<file path="src/hdl/ssli_map.svh">
// Offsets-free constant map: timing counts and codes of the indicator
`ifndef SSLI_MAP_SVH
`define SSLI_MAP_SVH

// ------------------------------------------------------------
// Timing
// ------------------------------------------------------------
`define SSLI_CLK_NS 100
`define SSLI_HALF_MS 500
`define SSLI_HALF_CYC ((`SSLI_HALF_MS * 1000000) / `SSLI_CLK_NS)
`define SSLI_PAUSE_MS 2000
`define SSLI_PAUSE_TICKS (`SSLI_PAUSE_MS / `SSLI_HALF_MS)
`define SSLI_CNT_W 23

// ------------------------------------------------------------
// Counts
// ------------------------------------------------------------
`define SSLI_BEEP_ROUNDS 3'h5
`define SSLI_S4_BLINKS 3'h4
`define SSLI_ERR_MIN 4'h2
`define SSLI_ERR_MAX 4'hb

`endif

</file>
<file path="src/hdl/ssli_pkg.sv">
// Types shared by the status indicator modules
package ssli_pkg;

    typedef enum logic [2:0]
    {
        SSLI_PWR_S0 = 3'b000,
        SSLI_PWR_S1 = 3'b001,
        SSLI_PWR_S3 = 3'b011,
        SSLI_PWR_S4 = 3'b100,
        SSLI_PWR_S5 = 3'b101
    } ssli_pwr_t;

    typedef enum logic [1:0]
    {
        SSLI_ST_IDLE = 2'b00,
        SSLI_ST_ON = 2'b01,
        SSLI_ST_OFF = 2'b10,
        SSLI_ST_PAUSE = 2'b11
    } ssli_state_t;

endpackage

</file>
<file path="src/hdl/ssli_tick_if.sv">
// Interface carrying the half-second tick between divider and sequencer
`timescale 1ns/1ns
interface ssli_tick_if;
    logic restart;
    logic tick;
    modport gen (input restart, output tick);
    modport user (output restart, input tick);
endinterface

</file>
<file path="src/hdl/ssli_tick_gen.sv">
// Half-second tick divider with phase restart
`timescale 1ns/1ns
`include "ssli_map.svh"
module ssli_tick_gen #(
    parameter int unsigned HALF_CYC = `SSLI_HALF_CYC
)(
    input wire logic i_clk,
    input wire logic i_rst_n,
    ssli_tick_if.gen tk
);
    logic [`SSLI_CNT_W-1:0] cnt_reg;
    logic [`SSLI_CNT_W-1:0] cnt_next;
    logic at_end;

    assign at_end = (cnt_reg == `SSLI_CNT_W'(HALF_CYC - 1));
    assign tk.tick = at_end && !tk.restart;

    always_comb
    begin
        cnt_next = cnt_reg + `SSLI_CNT_W'(1);
        if (tk.restart || at_end)
        begin
            cnt_next = '0;
        end
    end

    always_ff @(posedge i_clk or negedge i_rst_n)
    begin
        if (!i_rst_n)
        begin
            cnt_reg <= '0;
        end
        else
        begin
            cnt_reg <= cnt_next;
        end
    end
endmodule // ssli_tick_gen

</file>
<file path="src/hdl/ssli_top.sv">
// Power LED and speaker status sequencer
// Summary of operation
// Working state: steady green, no beeps; soft off: LED dark.
// Standby and suspend to RAM: green blinks at half a hertz, silent.
// Suspend to disk: dark, or four half-hertz green blinks if enabled.
// Thermal shutdown: two red blinks at 1 Hz, two beeps per burst.
// Processor missing: three blinks and beeps; supply overload: four.
// Memory error before video: five; video error: six, at 1 Hz.
// Board failure before video: seven; bad firmware checksum: eight.
// Boot failure after power on: nine red blinks and nine beeps.
// Bad option card: ten; unsupported enabled feature: eleven.
// Each burst is followed by two seconds pause, then repeats.
// Only the first five bursts beep; later bursts blink silently.
// Beeps go to the speaker output in step with red blinks.
// Red blinks have equal on/off halves; errors override green.
`timescale 1ns/1ns
`include "ssli_map.svh"
module ssli_top #(
    parameter int unsigned HALF_CYC = `SSLI_HALF_CYC
)(
    input wire logic i_sys_clk,
    input wire logic i_arst_n,
    input wire ssli_pkg::ssli_pwr_t i_pwr_state,
    input wire logic [3:0] i_err_code,
    input wire logic i_sleep_blink_en,
    output logic o_led_green,
    output logic o_led_red,
    output logic o_beep
);
    import ssli_pkg::*;

    // ------------------------------------------------------------
    // Reset release
    // ------------------------------------------------------------
    logic rst_meta_reg, rst_n_reg;

    always_ff @(posedge i_sys_clk or negedge i_arst_n)
    begin
        if (!i_arst_n)
        begin
            rst_meta_reg <= 1'b0;
            rst_n_reg <= 1'b0;
        end
        else
        begin
            rst_meta_reg <= 1'b1;
            rst_n_reg <= rst_meta_reg;
        end
    end

    // ------------------------------------------------------------
    // Tick divider
    // ------------------------------------------------------------
    ssli_tick_if tk();

    ssli_tick_gen #(.HALF_CYC(HALF_CYC)) u_tick (
        .i_clk(i_sys_clk),
        .i_rst_n(rst_n_reg),
        .tk(tk)
    );

    // Blink count of an error code; zero means no error shown
    function automatic logic [3:0] err_len(input logic [3:0] code);
        return (code >= `SSLI_ERR_MIN && code <= `SSLI_ERR_MAX) ?
            code : 4'h0;
    endfunction

    // ------------------------------------------------------------
    // Error burst sequencer
    // ------------------------------------------------------------
    ssli_state_t state_reg, state_next;
    logic [3:0] code_reg, code_next;
    logic [3:0] blk_reg, blk_next;
    logic [2:0] pause_reg, pause_next;
    logic [2:0] round_reg, round_next;
    logic err_valid, restart;
    assign err_valid = (err_len(i_err_code) != 4'h0);
    assign restart = err_valid &&
        (state_reg == SSLI_ST_IDLE || i_err_code != code_reg);
    assign tk.restart = restart;

    always_comb
    begin
        state_next = state_reg;
        code_next = code_reg;
        blk_next = blk_reg;
        pause_next = pause_reg;
        round_next = round_reg;
        if (!err_valid)
        begin
            state_next = SSLI_ST_IDLE;
        end
        else if (restart)
        begin
            state_next = SSLI_ST_ON;
            code_next = i_err_code;
            blk_next = 4'h0;
            round_next = 3'h0;
        end
        else if (tk.tick)
        begin
            case (state_reg)
                SSLI_ST_ON:
                begin
                    state_next = SSLI_ST_OFF;
                end
                SSLI_ST_OFF:
                begin
                    if (blk_reg + 4'h1 == err_len(code_reg))
                    begin
                        state_next = SSLI_ST_PAUSE;
                        pause_next = 3'h0;
                        if (round_reg != `SSLI_BEEP_ROUNDS)
                        begin
                            round_next = round_reg + 3'h1;
                        end
                    end
                    else
                    begin
                        state_next = SSLI_ST_ON;
                        blk_next = blk_reg + 4'h1;
                    end
                end
                SSLI_ST_PAUSE:
                begin
                    if (pause_reg == 3'(`SSLI_PAUSE_TICKS - 1))
                    begin
                        state_next = SSLI_ST_ON;
                        blk_next = 4'h0;
                    end
                    else
                    begin
                        pause_next = pause_reg + 3'h1;
                    end
                end
                default:
                begin
                    state_next = SSLI_ST_IDLE;
                end
            endcase
        end
    end

    // ------------------------------------------------------------
    // Green sleep blinker
    // ------------------------------------------------------------
    ssli_pwr_t pwr_prev_reg;
    logic g_half_reg, g_half_next;
    logic g_on_reg, g_on_next;
    logic [2:0] g_cnt_reg, g_cnt_next;
    logic green_next, red_next, beep_next;

    always_comb
    begin
        g_half_next = g_half_reg;
        g_on_next = g_on_reg;
        g_cnt_next = g_cnt_reg;
        if (i_pwr_state != pwr_prev_reg)
        begin
            g_half_next = 1'b0;
            g_on_next = 1'b1;
            g_cnt_next = 3'h0;
        end
        else if (tk.tick)
        begin
            // Two ticks per phase give the half-hertz rate
            g_half_next = !g_half_reg;
            if (g_half_reg)
            begin
                g_on_next = !g_on_reg;
                if (g_on_reg && g_cnt_reg != `SSLI_S4_BLINKS)
                begin
                    g_cnt_next = g_cnt_reg + 3'h1;
                end
            end
        end
        case (i_pwr_state)
            SSLI_PWR_S0: green_next = 1'b1;
            SSLI_PWR_S1: green_next = g_on_next;
            SSLI_PWR_S3: green_next = g_on_next;
            SSLI_PWR_S4: green_next = i_sleep_blink_en && g_on_next &&
                (g_cnt_next != `SSLI_S4_BLINKS);
            default: green_next = 1'b0;
        endcase
        if (state_next != SSLI_ST_IDLE)
        begin
            green_next = 1'b0;
        end
        red_next = (state_next == SSLI_ST_ON);
        beep_next = red_next && (round_next != `SSLI_BEEP_ROUNDS);
    end

    always_ff @(posedge i_sys_clk or negedge rst_n_reg)
    begin
        if (!rst_n_reg)
        begin
            state_reg <= SSLI_ST_IDLE;
            code_reg <= 4'h0;
            blk_reg <= 4'h0;
            pause_reg <= 3'h0;
            round_reg <= 3'h0;
            pwr_prev_reg <= SSLI_PWR_S5;
            g_half_reg <= 1'b0;
            g_on_reg <= 1'b0;
            g_cnt_reg <= 3'h0;
            o_led_green <= 1'b0;
            o_led_red <= 1'b0;
            o_beep <= 1'b0;
        end
        else
        begin
            state_reg <= state_next;
            code_reg <= code_next;
            blk_reg <= blk_next;
            pause_reg <= pause_next;
            round_reg <= round_next;
            pwr_prev_reg <= i_pwr_state;
            g_half_reg <= g_half_next;
            g_on_reg <= g_on_next;
            g_cnt_reg <= g_cnt_next;
            o_led_green <= green_next;
            o_led_red <= red_next;
            o_beep <= beep_next;
        end
    end

    // ------------------------------------------------------------
    // Checks
    // ------------------------------------------------------------
    logic [`SSLI_CNT_W-1:0] red_run_reg;
    always_ff @(posedge i_sys_clk or negedge rst_n_reg)
    begin
        if (!rst_n_reg)
        begin
            red_run_reg <= '0;
        end
        else
        begin
            red_run_reg <= (o_led_red && !restart) ?
                red_run_reg + `SSLI_CNT_W'(1) : '0;
        end
    end
endmodule // ssli_top

</file>
<file path="config.mk">
export PLATFORM = sky130hd
export DESIGN_NAME = ssli_top
export DESIGN_NICKNAME = d
export VERILOG_FILES = /design/src/hdl/ssli_pkg.sv /design/src/hdl/ssli_tick_if.sv /design/src/hdl/ssli_tick_gen.sv /design/src/hdl/ssli_top.sv
export VERILOG_INCLUDE_DIRS = /design/src /design/src/hdl
export SDC_FILE = /design/constraint.sdc
export NUM_CORES = 1
export LEC_CHECK = 0
export BUFFER_PORTS_ARGS = -buffer_cell sky130_fd_sc_hd__buf_2
export CORE_UTILIZATION = 50
export CTS_CLUSTER_SIZE = 30
export DETAILED_ROUTE_END_ITERATION = 6
export HOLD_SLACK_MARGIN = 0.06
export PLACE_DENSITY = 0.69
export RECOVER_POWER = 25
export SYNTH_ARGS = -nofsm -noshare
export SYNTH_HDL_FRONTEND = slang
export SYNTH_SLANG_ARGS = --single-unit
</file>
<file path="constraint.sdc">
create_clock -name i_sys_clk -period 1.6 [get_ports i_sys_clk]
set_input_delay 0.24 -clock i_sys_clk [delete_from_list [all_inputs] [get_ports i_sys_clk]]
set_output_delay 0.24 -clock i_sys_clk [all_outputs]
set_load 0.01 [all_outputs]
</file>
==> run metrics <==
Seq pwr share=about 43%; Worst slew margin=25.4%; per-cell routed wire length=approximately 18 um; Gate Count Post-Synth=about 310; Ys Warns=0; Reg2Reg Depth=9; Area after DPL=~0.0038 mm2; max reg flops=23; library cells used by synthesis=a little under 60; TritonRoute pass-1 iters=4; ys async rst share=100%; Crit path required time=roughly 1.8 ns; CTS sink cnt=52; CTS buffer count=5; num ports=13; total track usage=between 20% and 30%; syn_area_per_cell=just under 10 um2; Crit Reg-Reg Endpoint=o_beep$_DFF_PN0_; FF-to-FF setup slack=-0.90 ns; largest net degree at the start of global routing=around 50; hold path start=i_pwr_state[1]; P_int=around 2400 uW; final cell count without fillers=500; worst-margin pin slew=1.12 ns; initial antenna violation count=0; DR vias=between 2000 and 3000; Clk pwr share=a little under two fifths; # DRC=0; R2R Path Start=u_tick.cnt_reg[12]$_DFF_PN0_; endpoints failing hold=0; post-place setup slack=-0.832 ns; Placer Congestion=between 0.8 and 0.9; ant diodes=0; CP Launch Point=u_tick.cnt_reg[12]$_DFF_PN0_; leakage power=slightly above 0.002 uW; Final period util=156%; Power Dens Cells=706 mW/mm2; Clock Skews=around 0.013 ns; core area=approximately 0.0056 mm2; Util after Layout=between 80% and 90%; Critical Path Sink=o_beep$_DFF_PN0_; Sw Ratio=between 20 and 30%; Die Footprint=0.00625 mm2; Max Fclk=approximately 400 MHz; Setup Crit Path Kind=reg2reg; Clock transition at path regs=~0.10 ns; status=finished, violations left; Syn-to-layout area delta=55.4%; final instance area=around 0.0046 mm2; Port Buf Inserts=12; commonest non-fill, non-tap cells in the layout=buf_4 (91), dfrtp_1 (47), nand2_1 (20), inv_1 (17); layout cells sized above 1=47.2%; fill count=between 200 and 300; Crit. End Element=flop; standard-cell rows=27; vias in the first global route=around 2900; drt initial violations=between 150 and 200; CP startpoint kind=flop; dpl cells=~470; Clock Path Buffers=2; Final ANT Viol Nets=0; highest net fanout along the worst path=6; first-pass GRT wire length=between 10 and 15 mm; CP arrival=around 2.7 ns; gr ovfl total=0; Initial Utilization=a little over half; Peak VDD IR=just under 0.0007 V; clock root cell=clkbuf_8; final setup margin=-0.902 ns; chip height=between 70 and 80 um; failing checks=negative setup slack; net switching power=between 800 and 900 uW; Setup Viol. Count Final=between 40 and 50; worst hold path class=in2reg; H-tree Lvls=2; post-synth net total=329; max_cap viols=0; Seq cells post-synth=52; Post-synth EDFFs=0; Final #Nets=~450; WL final=around 8.8 mm; Top FF cell, synth=dfrtp_1; Tmin final=about 2.5 ns; die span in x=roughly 79 um; Syn Std Cell Area=between 0.002 and 0.003 mm2; worst skew pair latency=0.31 ns; CTS tree=yes; hold_ws=roughly 0.12 ns; post-synthesis sequential area ratio=43.9%; Comb pwr share=18.9%; commonest non-fill, non-tap cell in the layout=buf_4; drt via density=approximately 5.7; max-slew violations=0; RSZ-0062 raised after global routing=true; Post-DP HPWL=about 5.0 mm
[cell families (layout without fill, tap and decap cells)]
| logic type | after synthesis | count (layout) | share of synthesized area, % |
|---|---|---|---|
| buffers and inverters | 28 | 147 | 4.09 |
| flip-flops | 52 | 52 | 43.9 |
| AND/OR/NAND/NOR | 137 | 137 | 25.7 |
| multiplexers | 6 | 6 | 2.19 |
| adder cells (fa/ha/maj) | 10 | 10 | 4.22 |
| AO/OA/AOI/OAI | 46 | 46 | 10.8 |
| XOR/XNOR | 29 | 29 | 9.02 |
| other | 1 | 1 | 0.126 |
[layer usage]
metal	up-vias	share of wire, %	global-route usage [%]
met5	-	0	0
met4	0	3.5	9.27
met3	28	4.1	4.71
met2	79	53	47.6
met1	1439	39	32.2
li1	1307	-	-
[metrics by stage]
| step | setup TNS [ns] | total power (uW) |
|---|---|---|
| finish | -28.88 | 3250 |
| global route | -31.42 | 3360 |
| CTS | -22.35 | 3140 |
| detailed placement | -22.51 | 1830 |
| global placement | -20.56 | 1820 |
| floorplan | -16.77 | 1620 |
[synth_stat cells (3+ instances only)]
master    count  area share [%]
nand4_1       7             1.5
nand2_1      22             2.8
a21oi_1      12             2.0
o21ai_0      12             2.0
xor2_1       14             4.1
ha_1         10             4.2
nand2b_1      8             1.7
nor4_1        5             1.1
inv_1        18             2.3
clkbuf_1      6            0.76
o211a_1       3             1.0
dfrtp_1      50              42
nor2_1       38             4.8
and3_1        6             1.3
mux2_2        3             1.1
or3_1         5             1.1
nor2b_1       7             1.5
nand3_1      15             2.5
xnor2_1      14             4.1
nor3_1        7             1.2
[timing repair]
action,CTS,global route
hold buffers,3,0
buffers inserted,12,8
gates cloned,1,2
pin swaps,15,26
setup endpoints to repair,43,43
endpoints found under the hold margin,4,0
gates resized for setup,25,71
[critical path, cell delays in order (launching register included)]
cell     delay [ns]
dfrtp_1        0.40
nor4_2         0.34
nand4_1        0.20
or4_4          0.55
buf_6          0.17
buf_6          0.11
mux2i_2        0.20
a22oi_2        0.13
o21ai_2        0.22
a41oi_1        0.06
[power groups by stage]
stage / logic (uW) / registers [uW] / clock network, uW
2_1_floorplan: 201 / 1420 / 0
3_3_place_gp: 408 / 1410 / 0
3_5_place_dp: 418 / 1410 / 0
4_1_cts: 487 / 1390 / 1270
5_1_grt: 660 / 1400 / 1300
6_report: 616 / 1390 / 1250
[cell type report]
cell class / count / area, um2 / share of cell area, %
multi-input combinational: 229 / 2000 / 43.4
sequential: 52 / 1310 / 28.4
timing repair buffer: 121 / 986 / 21.4
clock inverter: 3 / 90.1 / 1.95
tap: 72 / 90.1 / 1.95
clock buffer: 5 / 68.8 / 1.49
inverter: 18 / 67.6 / 1.47
[worst min path at each step]
stage / slack, ns / endpoint / cells after the start
2_1_floorplan: -0.06 / rst_meta_reg$_DFF_PN0_ / 0
3_3_place_gp: 0.02 / rst_meta_reg$_DFF_PN0_ / 1
3_5_place_dp: 0.03 / rst_meta_reg$_DFF_PN0_ / 1
4_1_cts: 0.08 / pwr_prev_reg[1]$_DFF_PN0_ / 1
5_1_grt: 0.12 / pwr_prev_reg[1]$_DFF_PN0_ / 1
6_report: 0.12 / pwr_prev_reg[1]$_DFF_PN0_ / 1
Note: power is estimated with default switching activity, not from simulation.
